## src/qpf_pkg.sv

```systemverilog
// qpf_pkg: constants and carrier types for the quad phase fetch/execute timing block.
// assumes a single core clock that stands in for the oscillator input.
`default_nettype none
package qpf_pkg;
  // ------------------------------------------------------------
  // widths and reset values
  // ------------------------------------------------------------
  localparam int unsigned PC_W      = 13;
  localparam int unsigned INSTR_W   = 14;
  localparam logic [12:0] PC_RESET  = 13'h0000;
  localparam logic [13:0] INSTR_NOP = 14'h0000;
  localparam int unsigned NUM_PHASE = 4;

  // ------------------------------------------------------------
  // phase encoding
  // ------------------------------------------------------------
  typedef enum logic [1:0] {
    QPF_PH_ONE   = 2'b00,
    QPF_PH_TWO   = 2'b01,
    QPF_PH_THREE = 2'b10,
    QPF_PH_FOUR  = 2'b11
  } qpf_phase_e;

  // one-hot phase strobes
  typedef struct packed {
    logic phase_one;
    logic phase_two;
    logic phase_three;
    logic phase_four;
  } qpf_phase_s;

  // execute-stage strobes toward the data path
  typedef struct packed {
    logic       valid;
    logic       operand_read;
    logic       dest_write;
    logic [13:0] instr;
  } qpf_exec_s;
endpackage
`default_nettype wire
```

## src/qpf_core.sv

```systemverilog
// qpf_core: four-phase generator, two-stage fetch/execute sequencer and pin roles.
// assumes pins pass two flip-flops here; decode/ALU supply the branch request.
//
// Summary of operation
// - The core clock is divided by four into non-overlapping phases one to four.
// - The program counter advances in phase one of every instruction cycle.
// - The fetched word is captured into the instruction register at the end of phase four.
// - The captured instruction is decoded and executed in phases two to four of the next cycle.
// - The operand is read in phase two and the destination written in phase four.
// - Fetch of the next instruction overlaps execution, one instruction per cycle.
// - A program counter change flushes the fetched word, so a branch takes two cycles.
// - In RC mode the oscillator output carries a cycle clock at a quarter of input rate.
// - The device stays in reset while master clear is low and resumes when it goes high.
// - Port A bit four can feed the timer clock, and as an output only pulls low.
// - A software enable turns on weak pull-ups on port B pins set as inputs.
// - Port B bit zero can be the external interrupt input, read through a Schmitt input.
// - Any change on port B bits four to seven raises an interrupt-on-change event.
// - In programming mode port B bit six is the programmer's clock and bit seven the data.
`default_nettype none
module qpf_core
  import qpf_pkg::*;
#(
  parameter int unsigned PC_WIDTH = PC_W
) (
  // clock and reset
  input  wire logic                sys_clk_i,
  input  wire logic                reset_i,
  input  wire logic                master_clear_n_i,
  // program memory
  output logic [PC_WIDTH-1:0]      program_counter_o,
  input  wire logic [INSTR_W-1:0]  prog_data_i,
  // branch from the execute stage
  input  wire logic                branch_i,
  input  wire logic [PC_WIDTH-1:0] branch_target_i,
  // pipeline status
  output qpf_phase_s               phase_o,
  output qpf_exec_s                exec_o,
  // oscillator output
  input  wire logic                rc_mode_i,
  output logic                     osc_out_o,
  // port a bit four
  input  wire logic                timer_clk_sel_i,
  input  wire logic                port_a_a_bit4_drive_low_i,
  input  wire logic                port_a_a_bit4_timer_clk_i,
  output logic                     port_a_a_bit4_timer_clk_o,
  output logic                     port_a_a_bit4_timer_clk_oe_n_o,
  output logic                     timer_ext_clock_o,
  // port b
  input  wire logic [7:0]          port_b_b_i,
  input  wire logic [7:0]          port_b_dir_in_i,
  input  wire logic                pullup_en_i,
  output logic [7:0]               port_b_pullup_o,
  input  wire logic                ext_irq_sel_i,
  output logic                     port_b_b_bit0_ext_irq_o,
  output logic                     schmitt_sel_o,
  output logic                     change_irq_o,
  // serial programming
  input  wire logic                prog_mode_i,
  output logic                     port_b_b_bit6_prog_clk_o,
  output logic                     port_b_b_bit7_prog_data_o
);

  // reset vector and bound checker are only as wide as the package address
  if (PC_WIDTH < 2 || PC_WIDTH > PC_W) begin : g_width_check
    $error("qpf_core: PC_WIDTH out of range");
  end

  // ------------------------------------------------------------
  // pin synchronisers
  // ------------------------------------------------------------
  logic [1:0] master_clear_n_sync_q;
  logic [1:0] ra4_sync_q;
  logic [7:0] pb_meta_q;
  logic [7:0] pb_sync_q;
  logic [7:0] pb_last_q;
  logic       core_rst;

  always_ff @(posedge sys_clk_i or posedge reset_i) begin
    if (reset_i) begin
      master_clear_n_sync_q <= 2'h0;
    end else begin
      master_clear_n_sync_q <= {master_clear_n_sync_q[0], master_clear_n_i};
    end
  end

  // core held while the synchronised master clear reads low
  assign core_rst = ~master_clear_n_sync_q[1];

  always_ff @(posedge sys_clk_i or posedge reset_i) begin
    if (reset_i) begin
      ra4_sync_q <= 2'h0;
      pb_meta_q  <= 8'h00;
      pb_sync_q  <= 8'h00;
    end else begin
      ra4_sync_q <= {ra4_sync_q[0], port_a_a_bit4_timer_clk_i};
      pb_meta_q  <= port_b_b_i;
      pb_sync_q  <= pb_meta_q;
    end
  end

  // ------------------------------------------------------------
  // phase generator
  // ------------------------------------------------------------
  qpf_phase_e phase_q;
  qpf_phase_e phase_d;

  always_comb begin
    case (phase_q)
      QPF_PH_ONE:   phase_d = QPF_PH_TWO;
      QPF_PH_TWO:   phase_d = QPF_PH_THREE;
      QPF_PH_THREE: phase_d = QPF_PH_FOUR;
      QPF_PH_FOUR:  phase_d = QPF_PH_ONE;
      default:      phase_d = QPF_PH_ONE;
    endcase
  end

  always_ff @(posedge sys_clk_i or posedge reset_i) begin
    if (reset_i) begin
      phase_q <= QPF_PH_ONE;
    end else if (core_rst) begin
      phase_q <= QPF_PH_ONE;
    end else begin
      phase_q <= phase_d;
    end
  end

  // one-hot decode from one register, so no two phases ever overlap
  always_comb begin
    phase_o.phase_one   = (phase_q == QPF_PH_ONE);
    phase_o.phase_two   = (phase_q == QPF_PH_TWO);
    phase_o.phase_three = (phase_q == QPF_PH_THREE);
    phase_o.phase_four  = (phase_q == QPF_PH_FOUR);
  end

  // ------------------------------------------------------------
  // fetch stage
  // ------------------------------------------------------------
  logic [PC_WIDTH-1:0] pc_q;
  logic [INSTR_W-1:0]  fetch_q;
  logic                fetch_valid_q;
  logic                flush_q;

  // branch request is sampled while the branching instruction executes
  always_ff @(posedge sys_clk_i or posedge reset_i) begin
    if (reset_i) begin
      pc_q    <= PC_RESET[PC_WIDTH-1:0];
      flush_q <= 1'b0;
    end else if (core_rst) begin
      pc_q    <= PC_RESET[PC_WIDTH-1:0];
      flush_q <= 1'b0;
    end else if (phase_q == QPF_PH_FOUR && branch_i && exec_o.valid) begin
      pc_q    <= branch_target_i;
      flush_q <= 1'b1;
    end else if (phase_q == QPF_PH_ONE) begin
      pc_q    <= pc_q + 1'b1;
      flush_q <= 1'b0;
    end
  end

  assign program_counter_o = pc_q;

  // word at the current address captured at the close of phase four
  always_ff @(posedge sys_clk_i or posedge reset_i) begin
    if (reset_i) begin
      fetch_q       <= INSTR_NOP;
      fetch_valid_q <= 1'b0;
    end else if (core_rst) begin
      fetch_q       <= INSTR_NOP;
      fetch_valid_q <= 1'b0;
    end else if (phase_q == QPF_PH_FOUR) begin
      fetch_q       <= prog_data_i;
      // a word fetched behind a branch is discarded
      fetch_valid_q <= ~(branch_i && exec_o.valid);
    end
  end

  // ------------------------------------------------------------
  // execute stage
  // ------------------------------------------------------------
  qpf_exec_s exec_q;

  always_ff @(posedge sys_clk_i or posedge reset_i) begin
    if (reset_i) begin
      exec_q <= '0;
    end else if (core_rst) begin
      exec_q <= '0;
    end else begin
      if (phase_q == QPF_PH_ONE) begin
        exec_q.instr <= fetch_q;
        exec_q.valid <= fetch_valid_q;
      end
      exec_q.operand_read <= (phase_d == QPF_PH_TWO);
      exec_q.dest_write   <= (phase_d == QPF_PH_FOUR);
    end
  end

  always_comb begin
    exec_o              = exec_q;
    exec_o.operand_read = exec_q.operand_read & exec_q.valid;
    exec_o.dest_write   = exec_q.dest_write & exec_q.valid;
  end

  // ------------------------------------------------------------
  // oscillator output and port a bit four
  // ------------------------------------------------------------
  logic cycle_clk_q;

  // high over phases three and four, one period per instruction cycle
  always_ff @(posedge sys_clk_i or posedge reset_i) begin
    if (reset_i) begin
      cycle_clk_q <= 1'b0;
    end else begin
      cycle_clk_q <= rc_mode_i && (phase_d == QPF_PH_THREE || phase_d == QPF_PH_FOUR);
    end
  end

  assign osc_out_o = cycle_clk_q;

  // open drain: data always low, enable active low only when pulling
  assign port_a_a_bit4_timer_clk_o      = 1'b0;
  assign port_a_a_bit4_timer_clk_oe_n_o = ~port_a_a_bit4_drive_low_i;
  assign timer_ext_clock_o           = timer_clk_sel_i & ra4_sync_q[1];

  // ------------------------------------------------------------
  // port b roles
  // ------------------------------------------------------------
  logic change_q;

  assign port_b_pullup_o = pullup_en_i ? port_b_dir_in_i : 8'h00;

  assign port_b_b_bit0_ext_irq_o = ext_irq_sel_i & pb_sync_q[0];
  // schmitt buffers steered by the selected role
  assign schmitt_sel_o        = ext_irq_sel_i | prog_mode_i;

  always_ff @(posedge sys_clk_i or posedge reset_i) begin
    if (reset_i) begin
      pb_last_q <= 8'h00;
      change_q  <= 1'b0;
    end else begin
      pb_last_q <= pb_sync_q;
      change_q  <= |(pb_sync_q[7:4] ^ pb_last_q[7:4]);
    end
  end

  assign change_irq_o = change_q;

  // programmer drives the clock; the device only receives both lines
  assign port_b_b_bit6_prog_clk_o  = prog_mode_i & pb_sync_q[6];
  assign port_b_b_bit7_prog_data_o = prog_mode_i & pb_sync_q[7];

endmodule
`default_nettype wire

```

## config.mk

```make
export PLATFORM = sky130hd
export DESIGN_NAME = qpf_core
export DESIGN_NICKNAME = d
export VERILOG_FILES = /design/src/qpf_pkg.sv /design/src/qpf_core.sv
export SDC_FILE = /design/constraint.sdc
export NUM_CORES = 1
export LEC_CHECK = 0
export BUFFER_PORTS_ARGS = -buffer_cell sky130_fd_sc_hd__buf_2
export CAP_MARGIN = 0
export CORE_AREA = 2 2 111 113
export CTS_CLUSTER_DIAMETER = 40
export DETAILED_ROUTE_END_ITERATION = 12
export DIE_AREA = 0 0 113 115
export GPL_TIMING_DRIVEN = 1
export MAX_ROUTING_LAYER = met4
export PLACE_DENSITY = 0.47
export SLEW_MARGIN = 30
export SYNTH_ARGS = -nofsm -noshare
export SYNTH_HDL_FRONTEND = slang
export SYNTH_SLANG_ARGS = --single-unit
```

## constraint.sdc

```tcl
create_clock -name sys_clk_i -period 4.6 [get_ports sys_clk_i]
set_input_delay 0.46 -clock sys_clk_i [delete_from_list [all_inputs] [get_ports sys_clk_i]]
set_output_delay 0.46 -clock sys_clk_i [all_outputs]
set_load 0.01 [all_outputs]
```

==> results.txt <==
The flow ran to the end, but the final reports show violations. The final reports fail on design-rule violations. The area added between synthesis and finish is 28.5%. The via count came out at slightly above 2000. At the end of the flow, the number of nets in the layout was approximately 400.

The first-pass GRT wire length came out at 10.8 mm. The longest clock path from root to sink contains 2 buffers. Following the worst setup path forward leads to its endpoint at phase_o[3]. The cts-stage hold buffer count came out at 0. Port buffering added 100 buffers.

Of the available clock period, the critical path in the final layout requires 0.539. The clock tree skew after final layout is roughly 0.0046 ns. The clock power share came out at 0.422. The overall track demand over capacity in global routing came out at 0.114. The die boundary width is approximately 110 um. STA classifies the critical path startpoint as a register. The part of the total power dissipated in sequential elements came out at 0.400.

The number of synthesis warnings is 0. The number of storage elements in the synthesis netlist is 67. The synthesized area divided by synthesized cell count is about 12 um^2. The area of the core is roughly 0.012 mm^2. The CTS clock-pin slew for the worst setup and hold paths came out at ~0.06 ns.

The number of cells upsized or downsized after cts came out at 0. The vertical die dimension is between 100 and 150 um. The I/O pin count came out at approximately 110. Entering global routing, the biggest net connects 42 pins. The minimum clock period is ~2.5 ns. The number of post-CTS setup repair buffers is 0. The commonest cells after synthesis are sky130_fd_sc_hd__dfrtp_1, sky130_fd_sc_hd__mux2i_1, sky130_fd_sc_hd__nor2b_1, sky130_fd_sc_hd__and2_1, sky130_fd_sc_hd__buf_4. The final-report max-slew violation count is 0. The mean routed wirelength per cell came out at approximately 13 um. In this run the remaining antenna-violating nets after routing total 0. The setup TNS came out at 0 ns.

sky130_fd_sc_hd__dfrtp_1 is the most common cell in the netlist. The clock root buffer is sky130_fd_sc_hd__clkbuf_16. sky130_fd_sc_hd__dfrtp_1 takes more of the synthesized area than any other cell.

The worst register-to-register path ends at program_counter_o[8]$_DFFE_PP0P_. The endpoint arrival time on the critical path came out at ~2.0 ns. The fraction of the mapped netlist area in compound gates is 0.0492. The cell count after synthesis is between 200 and 300. The worst setup path is captured at an output pin.

The number of distinct standard cells referenced by the synthesized netlist is 24. The switching component of the power came out at around 0.00045 W. The initial core utilization is 0.254. The total inserted antenna cells came out at 0.

In this run the worst path has a maximum fanout of 14. Detailed placement ended at an HPWL of between 4 and 5 mm. In this run the critical register-to-register path is launched from phase_q[0]$_DFF_PP0_. The total DRC errors in the routed layout is 10. The detail-routed via count per cell came out at roughly 4.2. The synthesized design contains 0 enable-type register cells. Clock tree synthesis found a total of 67 sinks. The adder and majority gate portion of the synthesized area came out at 0.0250. The number of antenna violations at the first check in global routing is 0. The net switching share of the total power is 0.271. The number of hold-slack violations in the final timing report is 0. The number of levels in the clock H-tree is 3. The netlist area before placement is approximately 0.003 mm^2. For the pin with the worst max-slew slack, the measured transition is 0.900 ns. The worst reg-to-reg path cell count is 5. The area share of xor/xnor cells in the synthesized design is 0.0467.

The leakage power figure came out at between 1.5 and 2 nW. The share of synthesized area in the top cell type comes to 0.559. The post-route non-filler standard cell count is 491. The power per cell area is 436 mW/mm^2. The standard-cell row count is 40.

The max capacitance violation total came out at 0. Among all flip-flop cells after synthesis, the most frequent one is sky130_fd_sc_hd__dfrtp_1. Across the VDD grid, the largest voltage drop is roughly 140 uV. After synthesis, the share of cell area in mux cells is 0.100. The final routed wirelength across all metal layers came out at between 6 and 7 mm. The share of synthesized registers carrying an async set or reset is 1.00.

The weighted congestion reported at the end of routability-driven placement came out at approximately 0.76. The critical path is of the register to output pin type. The post-synthesis net count is ~310. The part of the Yosys area used for sequential elements came out at 0.559. In this run, placement finished with an instance count of between 400 and 500. The leftover overflow at the end of global routing is 0. Setup repair after global routing left no endpoint under its margin. The min-delay analysis places its worst path in the category primary input to asynchronous set/reset pin. After the first detailed-routing iteration, the DRC count stood at between 60 and 70. The data required time at the worst endpoint is just over 4 ns.

The maximum clock rate is between 400 and 500 MHz. The total setup violations reported at the end of the flow came out at 0. The number of global-route vias before repair is 2124. The worst slew margin relative to its limit is 0.398.

The share of layout cells above drive strength 1 is 0.366. The number of detailed-routing iterations run before antenna repair came out at 8. The power after layout is ~0.0017 W.

The floorplan step defined a die boundary enclosing around 0.013 mm^2. The fraction of power consumed by combinational cells came out at 0.177. The dominant combinational cell family by area after synthesis is simple AND/OR/NAND/NOR gates. The number of CTS-inserted buffers is 9. At the later pin of the worst-skew pair, clock insertion delay measures between 0.3 and 0.4 ns. Yosys attributes the largest share of cell area to sky130_fd_sc_hd__dfrtp_1, sky130_fd_sc_hd__mux2i_1, sky130_fd_sc_hd__nor2b_1, sky130_fd_sc_hd__buf_4, sky130_fd_sc_hd__xnor2_1. The setup slack of the most critical reg-to-reg path is roughly 2.4 ns. The cell internal power dissipation came out at roughly 0.0012 W. The area share of and/or/nand/nor cells after synthesis came out at 0.153.

Tracing the worst setup path back leads to its startpoint at phase_q[0]$_DFF_PP0_. The clock tree from TritonCTS is built.
## power by group through the flow
stage / Combinational (W) / Clock [W] / Sequential, W
floorplan: 0.000209 / 0 / 0.000679
global placement: 0.000303 / 0 / 0.000683
detailed placement: 0.000307 / 0 / 0.000683
CTS: 0.000309 / 0.000740 / 0.000673
global route: 0.000335 / 0.000769 / 0.000681
finish: 0.000298 / 0.000709 / 0.000672
## sequential cells by signal, indices dropped and copies added (netlist names)
name / cells
pb_last_q: 4
pb_meta_q: 5
exec_o: 15
fetch_valid_q: 1
fetch_q: 14
pb_sync_q: 5
master_clear_n_sync_q: 2
osc_out_o: 1
phase_q: 2
change_irq_o: 1
program_counter_o: 13
exec_q: 2
ra4_sync_q: 2
## stage by stage
step | hold WS, ns | util | setup WS, ns | instance area (um^2)
2_1_floorplan | 0.331 | - | 2.46 | 3000
3_3_place_gp | 0.332 | 0.300 | 2.32 | 3540
3_5_place_dp | 0.335 | 0.300 | 2.35 | 3540
4_1_cts | 0.214 | 0.326 | 2.04 | 3850
5_1_grt | 0.218 | 0.326 | 1.96 | 3850
6_report | 0.209 | 0.326 | 2.12 | 3850
## cell type report
cell class	instances	area [um^2]
Sequential cell	67	1680
Timing Repair Buffer	104	531
Multi-Input combinational cell	151	1120
Clock inverter	5	60.1
Clock buffer	11	253
Tap cell	147	184
Inverter	6	22.5
Fill cell	1240	7960
## worst min path at each step
stage / slack, ns / cells past startpoint / start / end
5_1_grt: 0.22 / 1 / port_b_b_i[7] / pb_meta_q[7]$_DFF_PP0_
4_1_cts: 0.21 / 1 / port_b_b_i[5] / pb_meta_q[5]$_DFF_PP0_
2_1_floorplan: 0.33 / 0 / master_clear_n_sync_q[0]$_DFF_PP0_ / master_clear_n_sync_q[1]$_DFF_PP0_
3_3_place_gp: 0.33 / 0 / master_clear_n_sync_q[0]$_DFF_PP0_ / master_clear_n_sync_q[1]$_DFF_PP0_
3_5_place_dp: 0.33 / 0 / pb_meta_q[6]$_DFF_PP0_ / pb_sync_q[6]$_DFF_PP0_
6_report: 0.21 / 2 / reset_i / fetch_q[7]$_DFFE_PP0P_
## worst max-delay path, cell delays in order, from the launching register on
cell	delay (ns)
sky130_fd_sc_hd__dfrtp_1	0.40
sky130_fd_sc_hd__inv_1	0.11
sky130_fd_sc_hd__ha_1	0.59
sky130_fd_sc_hd__buf_4	0.39
sky130_fd_sc_hd__buf_2	0.20
## cell families after synthesis
| logic type | after synthesis |
|---|---|
| flip-flops | 67 |
| AO/OA/AOI/OAI | 24 |
| XOR/XNOR | 16 |
| AND/OR/NAND/NOR | 74 |
| buffers and inverters | 34 |
| multiplexers | 30 |
| adder cells (fa/ha/maj) | 6 |
| other | 1 |
## layer usage
metal  GRT usage  up-vias  routed length (um)
met4      0.0707        0                 109
met2       0.177       66                3150
met3      0.0253        8                 369
li1            -      990                   -
met5           -        -                   0
met1       0.134      982                2980
## placed cells by master, fill, tap and decap left out, types with 2 or more instances in the layout
cell type / count
sky130_fd_sc_hd__a21oi_1: 9
sky130_fd_sc_hd__and2_1: 18
sky130_fd_sc_hd__buf_2: 100
sky130_fd_sc_hd__buf_4: 4
sky130_fd_sc_hd__clkbuf_16: 9
sky130_fd_sc_hd__clkbuf_8: 2
sky130_fd_sc_hd__dfrtp_1: 67
sky130_fd_sc_hd__ha_1: 6
sky130_fd_sc_hd__inv_1: 5
sky130_fd_sc_hd__mux2i_1: 30
sky130_fd_sc_hd__nand2_1: 10
sky130_fd_sc_hd__nand3_1: 3
sky130_fd_sc_hd__nand4_1: 4
sky130_fd_sc_hd__nor2_1: 3
sky130_fd_sc_hd__nor2b_1: 29
sky130_fd_sc_hd__nor3_1: 2
sky130_fd_sc_hd__nor4_2: 3
sky130_fd_sc_hd__o211a_1: 5
sky130_fd_sc_hd__o21ai_0: 9
sky130_fd_sc_hd__xnor2_1: 13
sky130_fd_sc_hd__xor2_1: 3
Note: power is estimated with default switching activity, not from simulation.
